===== src/logic/tmrr_consts.svh =====
// Constants of the tunnel-mode read/write relay: command codes, limits, sizes.
// Assumes inclusion by bare name from the design file.
`ifndef TMRR_CONSTS_SVH
`define TMRR_CONSTS_SVH
`define TMRR_JIS_READ_CMD    8'h06
`define TMRR_JIS_READ_RSP    8'h07
`define TMRR_JIS_WRITE_CMD   8'h08
`define TMRR_JIS_WRITE_RSP   8'h09
`define TMRR_TB_READ_INS     8'hB0
`define TMRR_TB_WRITE_INS    8'hD6
`define TMRR_TB_CLA          8'h00
`define TMRR_POLL_CMD        8'h28
`define TMRR_RESULT_OK       8'hF8
`define TMRR_RESULT_ERR      8'hE8
`define TMRR_SVC_MIN         8'h01
`define TMRR_SVC_MAX         8'h0B
`define TMRR_SVC_SPLIT       8'h08
`define TMRR_BLK_MAX_LOW     8'h0C
`define TMRR_BLK_MAX_HIGH    8'h0B
`define TMRR_BLK_MIN         8'h01
`define TMRR_ID_BYTES        8
`define TMRR_BLOCK_BYTES     16
`define TMRR_TB_MAX_READ     8'hFB
`define TMRR_TB_MAX_WRITE    8'hF8
`define TMRR_HST_OK          8'h00
`define TMRR_HST_BUSY        8'h01
`define TMRR_HST_ERR         8'h02
`define TMRR_SF_OK           8'h00
`define TMRR_SF_ERR          8'hA1
`define TMRR_SW1_OK          8'h90
`define TMRR_SW2_OK          8'h00
`define TMRR_SW1_ERR         8'h6A
`define TMRR_SW2_ERR         8'h86
`endif


===== src/logic/tmrr_pkg.sv =====
// Types of the tunnel-mode read/write relay.
// Assumes the constants header is on the include path.
package tmrr_pkg;
  typedef enum logic [1:0] {TMRR_JIS_READ, TMRR_JIS_WRITE, TMRR_TB_READ, TMRR_TB_WRITE} tmrr_kind_t;
  typedef enum logic [3:0] {
    TMRR_IDLE, TMRR_RF_HDR, TMRR_RF_DATA, TMRR_CHECK, TMRR_WAIT_POLL, TMRR_POLL_RSP,
    TMRR_WAIT_RESULT, TMRR_READ_DATA, TMRR_RESULT_ACK, TMRR_RF_REPLY
  } tmrr_state_t;
endpackage


===== src/logic/tmrr_fifo.sv =====
// Parameterised valid/ready FIFO used in the write data path.
// Assumes one clock, asynchronous active-low reset and a clock enable.
`timescale 1ns/100ps
module tmrr_fifo #(
  parameter int WIDTH = 8,
  parameter int DEPTH = 8
) (
  input  wire logic             clk_sys,
  input  wire logic             nrst,
  input  wire logic             ce,
  input  wire logic [WIDTH-1:0] in_data,
  input  wire logic             in_valid,
  output      logic             in_ready,
  output      logic [WIDTH-1:0] out_data,
  output      logic             out_valid,
  input  wire logic             out_ready
);
  localparam int AW = $clog2(DEPTH);
  logic [WIDTH-1:0] mem [DEPTH];
  logic [AW-1:0]    wr_ptr;
  logic [AW-1:0]    rd_ptr;
  logic [AW:0]      count;
  wire              push = in_valid && in_ready;
  wire              pop  = out_valid && out_ready;
  assign in_ready  = count != (AW+1)'(DEPTH);
  assign out_valid = count != '0;
  assign out_data  = mem[rd_ptr];
  always_ff @(posedge clk_sys) begin
    if (ce && push) begin
      mem[wr_ptr] <= in_data;
    end
  end
  always_ff @(posedge clk_sys or negedge nrst) begin
    if (!nrst) begin
      wr_ptr <= '0;
      rd_ptr <= '0;
      count  <= '0;
    end else if (ce) begin
      if (push) wr_ptr <= (wr_ptr == AW'(DEPTH-1)) ? '0 : wr_ptr + 1'b1;
      if (pop)  rd_ptr <= (rd_ptr == AW'(DEPTH-1)) ? '0 : rd_ptr + 1'b1;
      count <= count + (AW+1)'(push) - (AW+1)'(pop);
    end
  end
endmodule // tmrr_fifo


===== src/logic/tmrr_relay.sv =====
// Tunnel-mode relay between a contactless reader and a wired serial host.
// Assumes byte streams from already deframed RF and serial front ends on clk_sys.
// What this block does
// - JIS read reply is 0x07, identifier, two flags, count, sixteen bytes per block.
// - Read reply count echoes the command; count and data dropped on error status.
// - Read block data returned is the data the host sent in its result.
// - Type B read returns data then SW1 SW2; only SW1 SW2 on error.
// - JIS write service count accepted only from 0x01 to 0x0B.
// - Service identifier values ignored, but differing identifiers give an error.
// - Write block count 1..12 for up to 8 services, 1..11 for 9..11.
// - Type B write needs class byte 0x00; write instruction is 0xD6.
// - Write poll answer is status, big-endian address, length, then the data.
// - Device acknowledges the result command with one status byte.
// - Write data up to FIFO_DEPTH bytes is held in the FIFO until the poll answer passes it to the host.
// - After the interrupt, host commands other than poll and result get a busy reply.
// - Other reader commands are ignored until the reader reply finishes.
`timescale 1ns/100ps
`include "tmrr_consts.svh"
module tmrr_relay #(
  parameter int FIFO_DEPTH = 8
) (
  input  wire logic        clk_sys,
  input  wire logic        nrst,
  input  wire logic        ce,
  input  wire logic        rf_rx_valid,
  input  wire logic [7:0]  rf_rx_data,
  input  wire logic        rf_rx_last,
  input  wire logic        rf_rx_type_b,
  output      logic        rf_tx_valid,
  output      logic [7:0]  rf_tx_data,
  output      logic        rf_tx_last,
  input  wire logic        rf_tx_ready,
  input  wire logic        host_rx_valid,
  input  wire logic [7:0]  host_rx_data,
  input  wire logic        host_rx_last,
  output      logic        host_rx_ready,
  output      logic        host_tx_valid,
  output      logic [7:0]  host_tx_data,
  output      logic        host_tx_last,
  input  wire logic        host_tx_ready,
  output      logic        host_irq,
  output      tmrr_pkg::tmrr_state_t state_out
);
  import tmrr_pkg::*;
  tmrr_state_t      state;
  tmrr_kind_t       kind;
  logic [7:0]       rx_idx;
  logic [7:0]       tx_idx;
  logic [7:0]       card_identifier [`TMRR_ID_BYTES];
  logic [7:0]       svc_cnt;
  logic [7:0]       blk_cnt;
  logic [7:0]       list_len;
  logic [7:0]       elem_next;
  logic [7:0]       first_svc [2];
  logic             svc_mismatch;
  logic [15:0]      start_addr;
  logic [7:0]       data_len;
  logic [7:0]       rd_buf [256];
  logic [7:0]       rd_cnt;
  logic             bad_cmd;
  logic             host_ok;
  logic             reply_busy;
  logic [7:0]       pos;
  logic [7:0]       svc_end;
  logic [7:0]       list_end;
  logic [7:0]       f_in_data;
  logic             f_in_valid;
  logic             f_in_ready;
  logic [7:0]       f_out_data;
  logic             f_out_valid;
  logic             f_out_ready;
  wire              rf_take   = rf_rx_valid && (state == TMRR_IDLE || state == TMRR_RF_HDR);
  wire              host_take = host_rx_valid && host_rx_ready;
  wire              is_poll   = host_rx_data == `TMRR_POLL_CMD;
  wire              is_result = host_rx_data == `TMRR_RESULT_OK
                                || host_rx_data == `TMRR_RESULT_ERR;
  wire              is_write  = kind == TMRR_JIS_WRITE || kind == TMRR_TB_WRITE;
  wire              is_jis    = kind == TMRR_JIS_READ || kind == TMRR_JIS_WRITE;
  wire              svc_bad   = svc_cnt < `TMRR_SVC_MIN || svc_cnt > `TMRR_SVC_MAX;
  wire [7:0]        blk_max   = (svc_cnt <= `TMRR_SVC_SPLIT) ? `TMRR_BLK_MAX_LOW
                                                           : `TMRR_BLK_MAX_HIGH;
  wire              blk_bad   = blk_cnt < `TMRR_BLK_MIN || blk_cnt > blk_max;
  wire              len_bad   = data_len == 8'h00 || data_len > ((kind == TMRR_TB_WRITE)
                                ? `TMRR_TB_MAX_WRITE : `TMRR_TB_MAX_READ);
  wire              tb_hdr    = kind == TMRR_TB_READ || kind == TMRR_TB_WRITE;
  wire [7:0]        rd_len    = tb_hdr ? data_len : 8'(blk_cnt * `TMRR_BLOCK_BYTES);
  wire [7:0]        reply_sf  = host_ok ? `TMRR_SF_OK : `TMRR_SF_ERR;
  wire [7:0]        jis_len   = (kind == TMRR_JIS_READ && host_ok)
                                ? 8'(8'd12 + rd_len) : 8'd11;
  wire [7:0]        tb_len    = (kind == TMRR_TB_READ && host_ok) ? 8'(rd_len + 8'd2) : 8'd2;
  wire [7:0]        reply_len = is_jis ? jis_len : tb_len;
  wire [7:0]        poll_len  = is_write ? 8'(8'd4 + data_len) : 8'd4;
  assign svc_end  = 8'(8'd10 + {svc_cnt[6:0], 1'b0});
  assign list_end = 8'(svc_end + 8'd1 + list_len);
  assign pos      = rx_idx;
  assign state_out = state;
  assign host_irq  = state == TMRR_WAIT_POLL || state == TMRR_POLL_RSP
                     || state == TMRR_WAIT_RESULT || state == TMRR_READ_DATA;
  assign host_rx_ready = !host_tx_valid;
  assign f_in_valid  = rf_rx_valid && state == TMRR_RF_DATA;
  assign f_in_data   = rf_rx_data;
  assign f_out_ready = state == TMRR_POLL_RSP && tx_idx >= 8'd4 && host_tx_ready;
  assign rf_tx_valid = state == TMRR_RF_REPLY;
  assign rf_tx_last  = rf_tx_valid && tx_idx == 8'(reply_len - 8'd1);
  // Builds each byte of the reader reply.
  always_comb begin
    rf_tx_data = 8'h00;
    if (is_jis) begin
      if (tx_idx == 8'd0) rf_tx_data = is_write ? `TMRR_JIS_WRITE_RSP : `TMRR_JIS_READ_RSP;
      else if (tx_idx < 8'd9) rf_tx_data = card_identifier[3'(tx_idx - 8'd1)];
      else if (tx_idx == 8'd9) rf_tx_data = reply_sf;
      else if (tx_idx == 8'd10) rf_tx_data = reply_sf;
      else if (tx_idx == 8'd11) rf_tx_data = blk_cnt;
      else rf_tx_data = rd_buf[8'(tx_idx - 8'd12)];
    end else if (tx_idx < 8'(reply_len - 8'd2)) begin
      rf_tx_data = rd_buf[tx_idx];
    end else if (tx_idx == 8'(reply_len - 8'd2)) begin
      rf_tx_data = host_ok ? `TMRR_SW1_OK : `TMRR_SW1_ERR;
    end else begin
      rf_tx_data = host_ok ? `TMRR_SW2_OK : `TMRR_SW2_ERR;
    end
  end
  // Host transmit byte for poll answers, busy and result acknowledgements.
  always_comb begin
    host_tx_data = reply_busy ? `TMRR_HST_BUSY : `TMRR_HST_OK;
    host_tx_last = 1'b1;
    host_tx_valid = reply_busy || state == TMRR_RESULT_ACK;
    if (state == TMRR_POLL_RSP && !reply_busy) begin
      host_tx_valid = tx_idx < 8'd4 || f_out_valid;
      host_tx_last  = tx_idx == 8'(poll_len - 8'd1);
      case (tx_idx)
        8'd0:    host_tx_data = bad_cmd ? `TMRR_HST_ERR : `TMRR_HST_OK;
        8'd1:    host_tx_data = start_addr[15:8];
        8'd2:    host_tx_data = start_addr[7:0];
        8'd3:    host_tx_data = data_len;
        default: host_tx_data = f_out_data;
      endcase
    end
  end
  // Parses reader commands and the host exchange.
  always_ff @(posedge clk_sys or negedge nrst) begin
    if (!nrst) begin
      state <= TMRR_IDLE;
      kind <= TMRR_JIS_READ;
      rx_idx <= 8'h00;
      tx_idx <= 8'h00;
      svc_cnt <= 8'h00;
      blk_cnt <= 8'h00;
      list_len <= 8'h00;
      elem_next <= 8'h00;
      svc_mismatch <= 1'b0;
      start_addr <= 16'h0000;
      data_len <= 8'h00;
      rd_cnt <= 8'h00;
      bad_cmd <= 1'b0;
      host_ok <= 1'b0;
      reply_busy <= 1'b0;
    end else if (ce) begin
      if (reply_busy && host_tx_ready) reply_busy <= 1'b0;
      // Result data bytes are payload, never stray commands.
      if (host_take && host_rx_last && state != TMRR_READ_DATA
          && !(host_irq && (is_poll || is_result))) begin
        reply_busy <= 1'b1;
      end
      case (state)
        TMRR_IDLE, TMRR_RF_HDR: if (rf_take) begin
          rx_idx <= 8'(rx_idx + 8'd1);
          state <= TMRR_RF_HDR;
          if (rx_idx == 8'd0) begin
            bad_cmd <= 1'b0;
            svc_mismatch <= 1'b0;
            if (rf_rx_type_b) begin
              bad_cmd <= rf_rx_data != `TMRR_TB_CLA;
            end else begin
              kind <= (rf_rx_data == `TMRR_JIS_WRITE_CMD) ? TMRR_JIS_WRITE : TMRR_JIS_READ;
            end
          end
          if (rf_rx_type_b) begin
            if (rx_idx == 8'd1) begin
              kind <= (rf_rx_data == `TMRR_TB_WRITE_INS) ? TMRR_TB_WRITE : TMRR_TB_READ;
            end
            if (rx_idx == 8'd2) start_addr[15:8] <= rf_rx_data;
            if (rx_idx == 8'd3) start_addr[7:0] <= rf_rx_data;
            if (rx_idx == 8'd4) begin
              data_len <= rf_rx_data;
              state <= (kind == TMRR_TB_WRITE) ? TMRR_RF_DATA : TMRR_CHECK;
            end
          end else begin
            if (rx_idx >= 8'd1 && rx_idx < 8'd9) card_identifier[3'(rx_idx - 8'd1)] <= rf_rx_data;
            if (rx_idx == 8'd9) svc_cnt <= rf_rx_data;
            if (rx_idx >= 8'd10 && rx_idx < svc_end) begin
              if (rx_idx < 8'd12) first_svc[rx_idx[0]] <= rf_rx_data;
              else if (rf_rx_data != first_svc[rx_idx[0]]) svc_mismatch <= 1'b1;
            end
            if (rx_idx == svc_end) begin
              blk_cnt <= rf_rx_data;
              list_len <= 8'({rf_rx_data[6:0], 1'b0});
              elem_next <= 8'(svc_end + 8'd1);
            end
            // A clear top bit on an element's first byte marks a three-byte element.
            if (rx_idx > svc_end && rx_idx == elem_next) begin
              elem_next <= 8'(rx_idx + (rf_rx_data[7] ? 8'd2 : 8'd3));
              if (!rf_rx_data[7]) list_len <= 8'(list_len + 8'd1);
            end
            if (rx_idx == 8'(list_end - 8'd1) && rx_idx > svc_end) begin
              data_len <= 8'(blk_cnt * `TMRR_BLOCK_BYTES);
              start_addr <= 16'h0000;
              state <= (kind == TMRR_JIS_WRITE) ? TMRR_RF_DATA : TMRR_CHECK;
            end
          end
        end
        TMRR_RF_DATA: if (rf_rx_valid && f_in_ready && rf_rx_last) state <= TMRR_CHECK;
        TMRR_CHECK: begin
          if (is_jis) bad_cmd <= bad_cmd || svc_bad || blk_bad || svc_mismatch;
          else bad_cmd <= bad_cmd || len_bad;
          state <= TMRR_WAIT_POLL;
        end
        TMRR_WAIT_POLL: if (host_take && is_poll) begin
          tx_idx <= 8'h00;
          state <= TMRR_POLL_RSP;
        end
        TMRR_POLL_RSP: if (host_tx_valid && host_tx_ready && !reply_busy) begin
          tx_idx <= 8'(tx_idx + 8'd1);
          if (host_tx_last) state <= TMRR_WAIT_RESULT;
        end
        TMRR_WAIT_RESULT: if (host_take && is_result) begin
          host_ok <= host_rx_data == `TMRR_RESULT_OK && !bad_cmd;
          rd_cnt <= 8'h00;
          state <= (host_rx_data == `TMRR_RESULT_OK && !is_write && !host_rx_last)
                   ? TMRR_READ_DATA : TMRR_RESULT_ACK;
        end
        TMRR_READ_DATA: if (host_take) begin
          rd_buf[rd_cnt] <= host_rx_data;
          rd_cnt <= 8'(rd_cnt + 8'd1);
          if (host_rx_last) state <= TMRR_RESULT_ACK;
        end
        TMRR_RESULT_ACK: if (host_tx_ready && !reply_busy) begin
          tx_idx <= 8'h00;
          state <= TMRR_RF_REPLY;
        end
        TMRR_RF_REPLY: if (rf_tx_ready) begin
          tx_idx <= 8'(tx_idx + 8'd1);
          if (rf_tx_last) begin
            rx_idx <= 8'h00;
            state <= TMRR_IDLE;
          end
        end
        default: state <= TMRR_IDLE;
      endcase
    end
  end
  tmrr_fifo #(.WIDTH(8), .DEPTH(FIFO_DEPTH)) u_fifo (
    .clk_sys   (clk_sys),
    .nrst      (nrst),
    .ce        (ce),
    .in_data   (f_in_data),
    .in_valid  (f_in_valid),
    .in_ready  (f_in_ready),
    .out_data  (f_out_data),
    .out_valid (f_out_valid),
    .out_ready (f_out_ready)
  );
endmodule // tmrr_relay


===== config.mk =====
export PLATFORM = sky130hd
export DESIGN_NAME = tmrr_relay
export DESIGN_NICKNAME = d
export VERILOG_FILES = /design/src/logic/tmrr_pkg.sv /design/src/logic/tmrr_fifo.sv /design/src/logic/tmrr_relay.sv
export VERILOG_INCLUDE_DIRS = /design/src /design/src/logic
export SDC_FILE = /design/constraint.sdc
export NUM_CORES = 2
export LEC_CHECK = 0
export ABC_AREA = 1
export BUFFER_PORTS_ARGS = -buffer_cell sky130_fd_sc_hd__buf_2
export CELL_PAD_IN_SITES_DETAIL_PLACEMENT = 0
export CELL_PAD_IN_SITES_GLOBAL_PLACEMENT = 1
export CORE_MARGIN = 2
export CORE_UTILIZATION = 50
export DETAILED_ROUTE_END_ITERATION = 12
export PLACE_DENSITY = 0.79
export SLEW_MARGIN = 20
export SYNTH_ARGS = -nofsm -noshare
export SYNTH_HDL_FRONTEND = slang
export SYNTH_HIERARCHICAL = 1
export SYNTH_SLANG_ARGS = --single-unit
export TNS_END_PERCENT = 20

===== constraint.sdc =====
create_clock -name clk_sys -period 12.1 [get_ports clk_sys]
set_input_delay 2.42 -clock clk_sys [delete_from_list [all_inputs] [get_ports clk_sys]]
set_output_delay 2.42 -clock clk_sys [all_outputs]
set_load 0.005 [all_outputs]

==> impl_results.md <==
* Outcome: finished, final reports clean
* HP Class: reg2reg
* Setup TNS at 0 ns
* FMAX at approximately 0.11 GHz
* Fin. max-slew vios at 0
* Asr flop ratio synth at 0.0436
* Worst slack, placed at 4.41 ns
* Max-Cap Viols at 0
* Combinational power share at 0.401
* Row count at between 150 and 200
* Total grt overflow at 0
* Tot GR Track Use at 0.304
* Fill cell count at 17367
* DIE HEIGHT at 456 um
* Worst-Margin Slew at 1.29 ns
* Setup violations, final at 0
* Post-cts repair resize count at 0
* Crit path required time at 9.68 ns
* Post-layout min period at 8.70 ns
* Vias in the first global route at 69310
* # hold bufs at CTS at 0
* Post-Syn Nets at approximately 9900
* Drt first pass iters at 7
* Total power divided by cell area at 241 nW/um^2
* FF+latch area at 68300 um^2
* Crit-path max FO at 131
* Switching Share at 0.421
* CTS buffer count at around 230
* Worst IR Drop VDD at 0.201 mV
* Via-to-Cell Ratio at 6.02
* Crit start category: flip-flop
* Worst Path Arrival at 6.28 ns
* IO Pins at 52
* Clk slew on worst S/H paths at ~0.060 ns
* Synth-to-layout area growth at 9.81%
* Synth cell types at 64
* Clock power frac at 0.267
* # H-tree levels at 4
* Root Driver: clkbuf_16
* Die width at 456 um
* IO buf count at 51
* Multi-input combinational cell area at ~31000 um^2
* Final instance area at 112000 um^2
* # clock sinks at 2292
* Yosys warns at 6
* CTS tree: built
* Placed cell areas at 105000 um^2
* Largest net degree at the start of global routing at ~220
* Fin. Hold Viols at 0
* Worst r2r path cells at 13
* Synthesized cell area at 102000 um^2
* Initial antenna violation count at 11
* Routed vias at about 75000
* Pint at 15700 uW
* Antenna viol nets, final at 0
* Slew headroom at 0.136
* Share of cells above drive strength 1 at 0.0605
* Initial Util at 0.502
* Worst Hold Depth at 2
* Gp weighted congestion at 0.937
* Fraction of the cycle the final worst path needs at 0.719
* Initial DRC count at 11177
* Mapped Avg Cell Area at 10.4 um^2
* Final Skew at roughly 0.063 ns
* Postcts setup bufs at 0
* Final setup margin at 3.40 ns
* Sequential share of the synthesized area at 0.668
* Core area at between 200000 and 250000 um^2
* Global-route wire length before repair at 472 mm
* CP Capture Type: primary output
* Synth Flop Type: edfxtp_1
* EDFF count, synth at 2192
* Final WL at 323 mm
* Syn Inst Count at 9840
* Clk Latency, worst-skew pair at ~0.90 ns
* Leakage at roughly 0.04 uW
* Post-DP HPWL at slightly below 200 mm
* Remaining DRCs at 0
* RSZ-0062 raised after global routing: false
* CTS Buffer Depth at 3
* Flop pwr share at 0.333
* WS Path Type: reg2out
* Die ar. at ~210000 um^2
* # nets final at 9716
* Net Sw Power at about 11000 uW
* Design Power at 27100 uW
* WL/cell at 25.8 um
* Register bit count reported by yosys at 2292
-- through the flow --
| stage | util | cells | hold slack [ns] |
|---|---|---|---|
| final | 0.551 | 12514 | 0.487 |
| after detailed placement | 0.513 | 12072 | 0.474 |
| after global routing | 0.551 | 12510 | 0.510 |
| after CTS | 0.551 | 12505 | 0.488 |
| after floorplan | - | 9840 | 0.450 |
| after global placement | 0.513 | 12072 | 0.465 |
-- layout make-up --
class                           instances  area share
Antenna cell                            8    0.000178
Clock buffer                          280      0.0533
Sequential cell                      2292       0.608
Timing Repair Buffer                  165      0.0122
Clock inverter                        153      0.0144
Multi-Input combinational cell       6660       0.273
Inverter                              268     0.00929
Tap cell                             2688      0.0299
-- registers in the layout, indices dropped and copies added, names as in the netlist --
| name | count |
|---|---|
| u_fifo/count | 4 |
| u_fifo/rd_ptr | 3 |
| blk_cnt | 8 |
| u_fifo/wr_ptr | 3 |
| start_addr | 16 |
| kind | 2 |
| svc_cnt | 8 |
| list_len | 8 |
| rd_cnt | 8 |
| elem_next | 8 |
| data_len | 8 |
| host_ok | 1 |
| tx_idx | 8 |
| u_fifo/mem | 64 |
| pos | 8 |
| first_svc | 16 |
| bad_cmd | 1 |
| reply_busy | 1 |
| card_identifier | 64 |
| rd_buf | 2048 |
| svc_mismatch | 1 |
| state_out | 4 |
-- per-layer routing --
metal,GRT usage,share of wire,vias to the layer above
li1,-,-,33918
met5,0,0.000037,-
met1,0.436,0.41,36695
met3,0.0590,0.10,651
met2,0.456,0.45,4040
met4,0.126,0.045,2
-- critical path, stage by stage, from the launching register on --
cell	delay (ns)
dfrtp_4	0.57
inv_8	0.48
ha_4	0.46
inv_4	0.69
buf_4	0.82
o21ai_0	0.20
a21oi_1	0.15
o21ai_0	0.11
o21ai_0	0.68
nand2_1	0.21
nand3_1	0.14
nand3_1	0.19
nand2_1	0.11
nand2_1	0.06
nand2_1	0.05
nand2_1	0.12
buf_2	0.16
-- power groups by stage --
stage               sequential, uW  combinational (uW)  clock (uW)
floorplan                     9050                6510           0
global placement              9160               10400           0
detailed placement            9170               10500           0
CTS                           9000               10600        7260
global route                  9020               11600        7570
finish                        9010               10800        7220
-- placed cells by master (no fill, tap or decap), types with 95 or more instances in the layout --
cell type and count:
a21oi_1 185, buf_4 101, inv_1 246, nor2_1 525, nand2_1 3356, clkbuf_16 232
dfrtp_1 95, o21ai_0 408, nand3_1 1552, edfxtp_1 2192, o211ai_1 131
-- Yosys cell counts, drive strengths merged (15+ instances only) --
master   number  area [um^2]
clkbuf      396         1490
nand4        27          169
dfrtp       100         2500
buf         224         1070
o21ai       416         2090
ha           72          901
edfxtp     2192        65800
xnor2        21          184
nand3      1561         7830
o22ai        39          244
o2111ai      21          184
inv         264          998
a21oi       185          926
o221ai       67          587
o211ai      131          983
nand2      3379        12700
nor2        535         2030
xor2         57          499
nor3         44          274
a31oi        18          113
nor4         15          100
-- worst paths after layout --
check	startpoint	to	slack [ns]
max	tx_idx[2]	rf_tx_data[3]	3.40
min	start_addr[8]	start_addr[8]	0.49
max reg2reg	tx_idx[4]	rd_buf[222][2]	6.47
min reg2reg	start_addr[8]	start_addr[8]	0.49
max in group asynchronous	nrst	tx_idx[0]	9.13
min in group asynchronous	nrst	list_len[0]	1.55
-- cells by family after synthesis --
logic type / share of synthesized area
buffers and inverters: 0.0349
XOR/XNOR: 0.00689
flip-flops: 0.668
AND/OR/NAND/NOR: 0.227
adder cells (fa/ha/maj): 0.00919
AO/OA/AOI/OAI: 0.0547
(Power assumes the default switching activity.)
